<file path="config.mk">
export PLATFORM = sky130hd
export DESIGN_NAME = wws_supervisor
export DESIGN_NICKNAME = d
export VERILOG_FILES = /design/src/wws_tick_div.v /design/src/wws_supervisor.v
export VERILOG_INCLUDE_DIRS = /design/src
export SDC_FILE = /design/constraint.sdc
export NUM_CORES = 1
export LEC_CHECK = 0
export BUFFER_PORTS_ARGS = -buffer_cell sky130_fd_sc_hd__buf_2
export CAP_MARGIN = 20
export CORE_UTILIZATION = 65
export CTS_BUF_LIST = sky130_fd_sc_hd__clkbuf_4
export DETAILED_ROUTE_END_ITERATION = 8
export GPL_ROUTABILITY_DRIVEN = 0
export PLACE_DENSITY = 0.88
export SETUP_SLACK_MARGIN = 0.5
export SLEW_MARGIN = 0
export SYNTH_ARGS = -nofsm -noshare
export SYNTH_HDL_FRONTEND = slang
export SYNTH_HIERARCHICAL = 1
export SYNTH_SLANG_ARGS = --single-unit
</file>
<file path="constraint.sdc">
create_clock -name mclk_i -period 2.62 [get_ports mclk_i]
set_clock_uncertainty 0.2 [all_clocks]
set_input_delay 0.524 -clock mclk_i [delete_from_list [all_inputs] [get_ports mclk_i]]
set_output_delay 0.524 -clock mclk_i [all_outputs]
set_load 0.005 [all_outputs]
</file>
<file path="src/wws_regs.vh">
// Constants for the windowed watchdog supervisor: timing in base ticks.
// Assumes a 40 MHz core clock and a tick divider set by a module parameter.
`ifndef WWS_REGS_VH
`define WWS_REGS_VH

// Core clock period in ns.
`define WWS_CLK_PERIOD_NS   25
// Comparator reaction time, 5 us, and its cycle count.
`define WWS_REACT_US        5
`define WWS_REACT_CYC       ((`WWS_REACT_US * 1000) / `WWS_CLK_PERIOD_NS)
// Base tick is 1/40 of the watchdog period: 2.5 ms nominal = 100000 cycles.
`define WWS_TICK_US         2500
`define WWS_TICK_CYC        ((`WWS_TICK_US * 1000) / `WWS_CLK_PERIOD_NS)
// Durations in base ticks (period = 40 ticks = 100 ms).
`define WWS_PERIOD_TICKS    40
`define WWS_CLOSED_TICKS    32
`define WWS_OPEN_TICKS      16
`define WWS_PULSE_TICKS     1
// Consecutive good services needed to enable.
`define WWS_GOOD_SERVICES   3

`endif

</file>
<file path="src/wws_tick_div.v">
// Base tick divider: one-cycle enable pulse every DIV cycles.
// Assumes a single free-running clock; restart clears the phase.
`timescale 1ns/1ps
`default_nettype none

module wws_tick_div #(
    parameter DIV = 100000
) (
    input  wire mclk_i,      // Core clock.
    input  wire reset_n_i,   // Async reset, active low.
    input  wire restart_i,   // Realign the tick phase.
    output reg  tick_o       // One-cycle tick pulse.
);

    reg [31:0] cnt_reg;

    // ======================================================================
    // Divider counter.
    // Restart aligns a window begun by a clear edge or by power recovery to that event; timeouts keep the free phase.
    always @(posedge mclk_i or negedge reset_n_i)
    begin
        if (!reset_n_i)
        begin
            cnt_reg <= 32'h0;
            tick_o  <= 1'b0;
        end
        else if (restart_i)
        begin
            cnt_reg <= 32'h0;
            tick_o  <= 1'b0;
        end
        else if (cnt_reg == DIV - 1)
        begin
            cnt_reg <= 32'h0;
            tick_o  <= 1'b1;
        end
        else
        begin
            cnt_reg <= cnt_reg + 32'h1;
            tick_o  <= 1'b0;
        end
    end

endmodule // wws_tick_div

`default_nettype wire

</file>
<file path="src/wws_supervisor.v">
// Windowed watchdog supervisor: power-on delay, power-down reset,
// closed/open service windows, reset pulses and a system enable output.
// Assumes monitor_in is the comparator result (high = above threshold)
// and supply_ok_i is high once the supply is valid; both asynchronous.
//
// Contract
// - Hold reset low through power-on delay.
// - Comparator low forces power-down reset.
// - All times derive from one tick base. (The comparator filter counts REACT_CYC core cycles instead.)
// - Watchdog reset pulse is period over forty.
// - Closed window follows every timer reset.
// - Open window follows, twice fraction long.
// - No service by window end: pulse, restart.
// - Open window service restarts closed window.
// - Closed window service asserts reset, restarts.
// - Unserviced: pulses repeat each window plus pulse.
// - Ignore clear pulses during power-on delay.
// - Delay end releases reset, starts closed window.
// - Long comparator low overrides, disables enable.
// - After voltage reset, ignore clears until powered.
// - Enable inactive whenever reset is asserted.
// - Enable after three consecutive good services.
`timescale 1ns/1ps
`default_nettype none
`include "wws_regs.vh"

module wws_supervisor #(
    parameter TICK_CYC   = `WWS_TICK_CYC,      // Cycles per base tick.
    parameter REACT_CYC  = `WWS_REACT_CYC,     // Comparator filter cycles.
    parameter POR_TICKS  = `WWS_PERIOD_TICKS,  // Power-on delay in ticks.
    parameter CLS_TICKS  = `WWS_CLOSED_TICKS,  // Closed window in ticks.
    parameter OPN_TICKS  = `WWS_OPEN_TICKS,    // Open window in ticks.
    parameter PLS_TICKS  = `WWS_PULSE_TICKS    // Reset pulse in ticks.
) (
    input  wire mclk_i,          // Core clock, 40 MHz.
    input  wire reset_n_i,       // Async reset, active low.
    input  wire supply_ok_i,     // Supply valid, active high, async.
    input  wire monitor_in_i,    // Comparator: high above threshold, async.
    input  wire wd_clear_in_i,   // Service input, falling edge, async.
    output wire reset_out_n_o,   // Reset output level, active low.
    output wire reset_out_oe_o,  // Open-drain enable: high drives low.
    output reg  enable_out_n_o   // System enable, active low.
);

    // ======================================================================
    // State codes.
    localparam [2:0] ST_POR    = 3'h0;
    localparam [2:0] ST_CLOSED = 3'h1;
    localparam [2:0] ST_OPEN   = 3'h2;
    localparam [2:0] ST_PULSE  = 3'h3;
    localparam [2:0] ST_DOWN   = 3'h4;

    reg [2:0]  state_reg;
    reg [2:0]  state_next;
    reg [7:0]  tcnt_reg;
    reg [7:0]  tcnt_next;
    reg [1:0]  good_reg;
    reg [1:0]  good_next;
    reg        rst_reg;
    reg        rst_next;
    reg        restart;
    reg [31:0] flt_reg;
    reg        vlow_reg;
    reg [2:0]  clr_sync_reg;
    reg        clr_level_reg;
    reg [2:0]  mon_sync_reg;
    reg        mon_level_reg;
    reg [2:0]  sup_sync_reg;
    reg        sup_level_reg;
    wire       tick;
    wire       clr_fall;
    wire       pwr_good;

    // ======================================================================
    // Helpers shared by the synchronisers and every timed state.

    // A synchronised level counts once stages two and three agree.
    function wws_agree;
        input [2:0] stages;
        begin
            wws_agree = (stages[1] == stages[2]);
        end
    endfunction

    // High on the last tick of a span of len ticks.
    // Comparing at 32 bits keeps a wide parameter from being cut silently.
    function wws_last_tick;
        input [7:0]  cnt;
        input [31:0] len;
        begin
            wws_last_tick = ({24'h000000, cnt} == (len - 32'h1));
        end
    endfunction

    // Next tick count; eight bits hold the longest span of forty ticks.
    function [7:0] wws_next_cnt;
        input [7:0] cnt;
        begin
            wws_next_cnt = cnt + 8'h1;
        end
    endfunction

    // ======================================================================
    // Input synchronisers: a change counts once stages two and three agree.
    // Three stages cost four cycles of latency, far below the shortest window.
    always @(posedge mclk_i or negedge reset_n_i)
    begin
        if (!reset_n_i)
        begin
            clr_sync_reg  <= 3'h7;
            clr_level_reg <= 1'b1;
            mon_sync_reg  <= 3'h0;
            mon_level_reg <= 1'b0;
            sup_sync_reg  <= 3'h0;
            sup_level_reg <= 1'b0;
        end
        else
        begin
            clr_sync_reg <= {clr_sync_reg[1:0], wd_clear_in_i};
            mon_sync_reg <= {mon_sync_reg[1:0], monitor_in_i};
            sup_sync_reg <= {sup_sync_reg[1:0], supply_ok_i};
            if (wws_agree(clr_sync_reg))
            begin
                clr_level_reg <= clr_sync_reg[2];
            end
            if (wws_agree(mon_sync_reg))
            begin
                mon_level_reg <= mon_sync_reg[2];
            end
            if (wws_agree(sup_sync_reg))
            begin
                sup_level_reg <= sup_sync_reg[2];
            end
        end
    end

    // Falling edge of the filtered clear level.
    assign clr_fall = clr_level_reg && (clr_sync_reg[2] == 1'b0) &&
                      (clr_sync_reg[1] == 1'b0);

    // ======================================================================
    // Comparator reaction filter: low must persist REACT_CYC cycles.
    // Short glitches on the monitor do not cause a power-down reset.
    // A low supply flag takes the same path, so both share one reaction time.
    always @(posedge mclk_i or negedge reset_n_i)
    begin
        if (!reset_n_i)
        begin
            flt_reg  <= 32'h0;
            vlow_reg <= 1'b1;
        end
        else if (mon_level_reg && sup_level_reg)
        begin
            flt_reg  <= 32'h0;
            vlow_reg <= 1'b0;
        end
        else if (flt_reg >= REACT_CYC - 1)
        begin
            vlow_reg <= 1'b1;
        end
        else
        begin
            flt_reg <= flt_reg + 32'h1;
        end
    end

    // Power is good only once the low indication has cleared.
    assign pwr_good = !vlow_reg;

    // ======================================================================
    // Single tick base for every window, pulse and delay; the comparator filter counts core cycles.
    wws_tick_div #(
        .DIV       (TICK_CYC)
    ) u_tick (
        .mclk_i    (mclk_i),
        .reset_n_i (reset_n_i),
        .restart_i (restart),
        .tick_o    (tick)
    );

    // ======================================================================
    // Supervisor state machine.
    // The tick phase restarts only where a window is anchored to a clear
    // edge or to power recovery; timeouts run on from the free tick.
    always @*
    begin
        state_next = state_reg;
        tcnt_next  = tcnt_reg;
        good_next  = good_reg;
        rst_next   = rst_reg;
        restart    = 1'b0;
        case (state_reg)
            ST_DOWN:
            begin
                // Clears are ignored until power recovers and the
                // following power-on delay has run out.
                rst_next  = 1'b1;
                good_next = 2'h0;
                if (pwr_good)
                begin
                    state_next = ST_POR;
                    tcnt_next  = 8'h0;
                    restart    = 1'b1;
                end
            end
            ST_POR:
            begin
                // Clear edges have no effect here.
                // Limitation: an edge still inside the synchroniser when the
                // delay ends reaches the closed window as an early service.
                rst_next = 1'b1;
                if (tick)
                begin
                    if (wws_last_tick(tcnt_reg, POR_TICKS))
                    begin
                        state_next = ST_CLOSED;
                        tcnt_next  = 8'h0;
                        rst_next   = 1'b0;
                    end
                    else
                    begin
                        tcnt_next = wws_next_cnt(tcnt_reg);
                    end
                end
            end
            ST_CLOSED:
            begin
                if (clr_fall)
                begin
                    // Early service is a fault.
                    state_next = ST_PULSE;
                    tcnt_next  = 8'h0;
                    rst_next   = 1'b1;
                    good_next  = 2'h0;
                    restart    = 1'b1;
                end
                else if (tick)
                begin
                    if (wws_last_tick(tcnt_reg, CLS_TICKS))
                    begin
                        state_next = ST_OPEN;
                        tcnt_next  = 8'h0;
                    end
                    else
                    begin
                        tcnt_next = wws_next_cnt(tcnt_reg);
                    end
                end
            end
            ST_OPEN:
            begin
                if (clr_fall)
                begin
                    state_next = ST_CLOSED;
                    tcnt_next  = 8'h0;
                    restart    = 1'b1;
                    if (good_reg != `WWS_GOOD_SERVICES)
                    begin
                        good_next = good_reg + 2'h1;
                    end
                end
                else if (tick)
                begin
                    if (wws_last_tick(tcnt_reg, OPN_TICKS))
                    begin
                        state_next = ST_PULSE;
                        tcnt_next  = 8'h0;
                        rst_next   = 1'b1;
                        good_next  = 2'h0;
                    end
                    else
                    begin
                        tcnt_next = wws_next_cnt(tcnt_reg);
                    end
                end
            end
            ST_PULSE:
            begin
                // Pulse length is period over forty; clears ignored.
                if (tick)
                begin
                    if (wws_last_tick(tcnt_reg, PLS_TICKS))
                    begin
                        state_next = ST_CLOSED;
                        tcnt_next  = 8'h0;
                        rst_next   = 1'b0;
                    end
                    else
                    begin
                        tcnt_next = wws_next_cnt(tcnt_reg);
                    end
                end
            end
            default:
            begin
                state_next = ST_DOWN;
                rst_next   = 1'b1;
            end
        endcase
        // A low supply overrides everything else.
        if (!pwr_good)
        begin
            state_next = ST_DOWN;
            rst_next   = 1'b1;
            good_next  = 2'h0;
            tcnt_next  = 8'h0;
        end
    end

    // ======================================================================
    // State registers and enable output.
    always @(posedge mclk_i or negedge reset_n_i)
    begin
        if (!reset_n_i)
        begin
            state_reg      <= ST_DOWN;
            tcnt_reg       <= 8'h0;
            good_reg       <= 2'h0;
            rst_reg        <= 1'b1;
            enable_out_n_o <= 1'b1;
        end
        else
        begin
            state_reg <= state_next;
            tcnt_reg  <= tcnt_next;
            good_reg  <= good_next;
            rst_reg   <= rst_next;
            // Enable only with reset released and three good services.
            // Built from the next-state values so that enable drops on the
            // very edge that asserts reset, never one cycle late.
            enable_out_n_o <= !(!rst_next &&
                              (good_next == `WWS_GOOD_SERVICES));
        end
    end

    // Open-drain reset pin: drive low while asserted.
    // Level and drive enable come from one flop, so they never disagree.
    assign reset_out_oe_o = rst_reg;
    assign reset_out_n_o  = !rst_reg;

endmodule // wws_supervisor

`default_nettype wire

</file>
==> flow_summary.json <==
{
  "dpl_cell_area_um2": 4723,
  "clock_power_share_pct": 32.0,
  "io_pins": 8,
  "worstMarginPinSlew_ns": 0.6081,
  "setup_viol": 0,
  "drv_cap": 0,
  "synth_ff_type": "dfrtp_1",
  "finalCritPeriodShare_pct": 91.28,
  "swShare_pct": 25.40,
  "ys_seq_elements": 93,
  "async_flop_share_pct": 100.0,
  "die_area_um2": 7371,
  "cts_buffers": 9,
  "fillers": 347,
  "yosys.area.top_type_share_pct": 46.54,
  "wire_per_inst_um": 20.66,
  "worstHoldPathCells": 0,
  "netlist_instances": 425,
  "dp_hpwl_um": 6019,
  "rsz0062_at_grt": "yes",
  "internal-power_mw": 1.893,
  "synthTopCellsByCount": "dfrtp_1, nor2_1, and2_1",
  "comb_power_share_pct": 8.2,
  "rows": 30,
  "critical_path_required_ns": 2.80,
  "yosys.cell_count.top_type": "dfrtp_1",
  "clk_pin_slew_worst_paths_ns": 0.15,
  "grt_pass1_vias": 3621,
  "yosysTopAreaCell": "dfrtp_1",
  "power.total_mw": 2.538,
  "avgSynthCellArea_um2": 10.75,
  "dpl_worst_slack_ns": 0.1300,
  "cp-start-kind": "flip-flop",
  "synth_warnings": 6,
  "grt_pass1_wl_um": 17240,
  "grt_antenna_before_repair": 0,
  "cts_tree": "done",
  "start_util_pct": 67.27,
  "drc": 0,
  "regToRegSetupSlack_ns": 0.23,
  "fin_ws_ns": 0.2284,
  "hold-worst-slack_ns": 0.1657,
  "placed_cells": 519,
  "final.min_clock_period_ns": 2.392,
  "overflow": 0,
  "htree_levels": 3,
  "die_h_um": 85.86,
  "clk_path_buf_depth": 2,
  "firstDrtPassIters": 6,
  "vias_per_cell": 6.655,
  "utilization_pct": 81.12,
  "grt_usage_pct": 30.11,
  "status": "completed",
  "hold_path_class": "reg2reg",
  "drive_gt1_share_pct": 34.94,
  "p_per_area_nw_per_um2": 460.5,
  "clock_sinks": 93,
  "routed-via-count": 3820,
  "synth_edf_count": 0,
  "syn_area_um2": 4571,
  "wl_um": 11860,
  "die_w_um": 85.86,
  "slew_violations": 0,
  "fin_area_um2": 5512,
  "ir_drop_mv": 0.3344,
  "grt_max_degree": 48,
  "syn2layout_area_growth_pct": 20.59,
  "p_leak_nw": 2.394,
  "seqPwrFrac_pct": 59.8,
  "antennaDiodeCount": 0,
  "syn-num-nets": 434,
  "clk_latency_ns": 0.45,
  "power_switching_mw": 0.6445,
  "multi_input_area_um2": 2421,
  "drtAntennaViolNets": 0,
  "root_buffer": "clkbuf_4",
  "initialDrtViolationCount": 333,
  "crit_type": "reg2reg",
  "ys_seq_area_share_pct": 51.14,
  "placeableCoreArea_um2": 6794,
  "slew_headroom_pct": 59.31,
  "timing.critical_path.to_type": "flip-flop",
  "setup_tns_ns": 0,
  "reg2regPathDepth": 8,
  "crit_fanout": 6,
  "synth_cell_types": 68,
  "final_cells": 574,
  "netlist_top_cells_area": "dfrtp_1, dfstp_2, and2_1, xor2_1, nor2_1",
  "port_buffers": 7,
  "regArea_um2": 2341,
  "arrival_ns": 2.58,
  "timing.fmax_mhz": 418.1,
  "finalHoldViolations": 0,
  "nets": 482
}
metal layers:
layer	part of all wire, %	wire [um]	vias to the layer above	GRT usage (%)
li1	-	-	1660	-
met1	37	4431	1857	38.25
met2	49	5778	226	49.16
met3	8.1	957	77	6.833
met4	5.8	691	0	14.70
met5	0	0	-	0
power groups by stage:
| stage | Combinational [mW] | Clock [mW] | Sequential, mW |
|---|---|---|---|
| floorplan | 0.0858 | 0 | 1.53 |
| global placement | 0.131 | 0 | 1.54 |
| detailed placement | 0.135 | 0 | 1.54 |
| CTS | 0.191 | 0.823 | 1.52 |
| global route | 0.231 | 0.890 | 1.53 |
| finish | 0.209 | 0.811 | 1.52 |
worst paths after layout:
kind                                  from              end
min                        sup_sync_reg[0]  sup_sync_reg[1]
min in group asynchronous        reset_n_i      flt_reg[22]
min reg2reg                sup_sync_reg[0]  sup_sync_reg[1]
max in group asynchronous        reset_n_i     state_reg[2]
max reg2reg                  clr_level_reg      tcnt_reg[2]
max                          clr_level_reg      tcnt_reg[2]
cell families after synthesis:
logic type,count (synthesis),synth area share (%)
compound gates,73,11.42
buf+inv,27,3.641
xor+xnor,23,4.407
flops,93,51.14
fa+ha+maj,7,1.752
mux,2,0.5474
simple gates,200,27.10
area by class of cell:
type | count | share of cell area (%)
clock inverters | 6 | 1.271
clock buffers | 10 | 1.362
well taps | 96 | 2.179
inverters | 11 | 0.7491
flip-flops and latches | 93 | 42.47
repair buffers | 53 | 8.036
multi-input cells | 305 | 43.93
cell usage in the layout (no fill, tap or decap), types with 12 or more instances in the layout:
master,n
buf_4,32
nand4_1,16
a21oi_2,20
dfrtp_1,82
nor2_2,12
xor2_1,16
nand3_1,17
nor2_1,20
o31ai_1,14
and2_1,26
nand2_1,24
critical path: stages, from the launching register on:
cell and delay [ns]:
dfstp_2 0.56, buf_4 0.11, or3b_2 0.50, nor3_4 0.24, nor4_4 0.10, buf_4 0.18
nor3b_2 0.22, o21ai_1 0.13, nand2_1 0.09
timing repair:
action,CTS,global route
gates resized for setup,43,53
cloned,4,0
setup buffers,22,9
pin swaps,19,26
hold endpoints to repair,21,0
hold buffers,4,0
endpoints found under the setup margin,52,55
(Power assumes the default switching activity.)
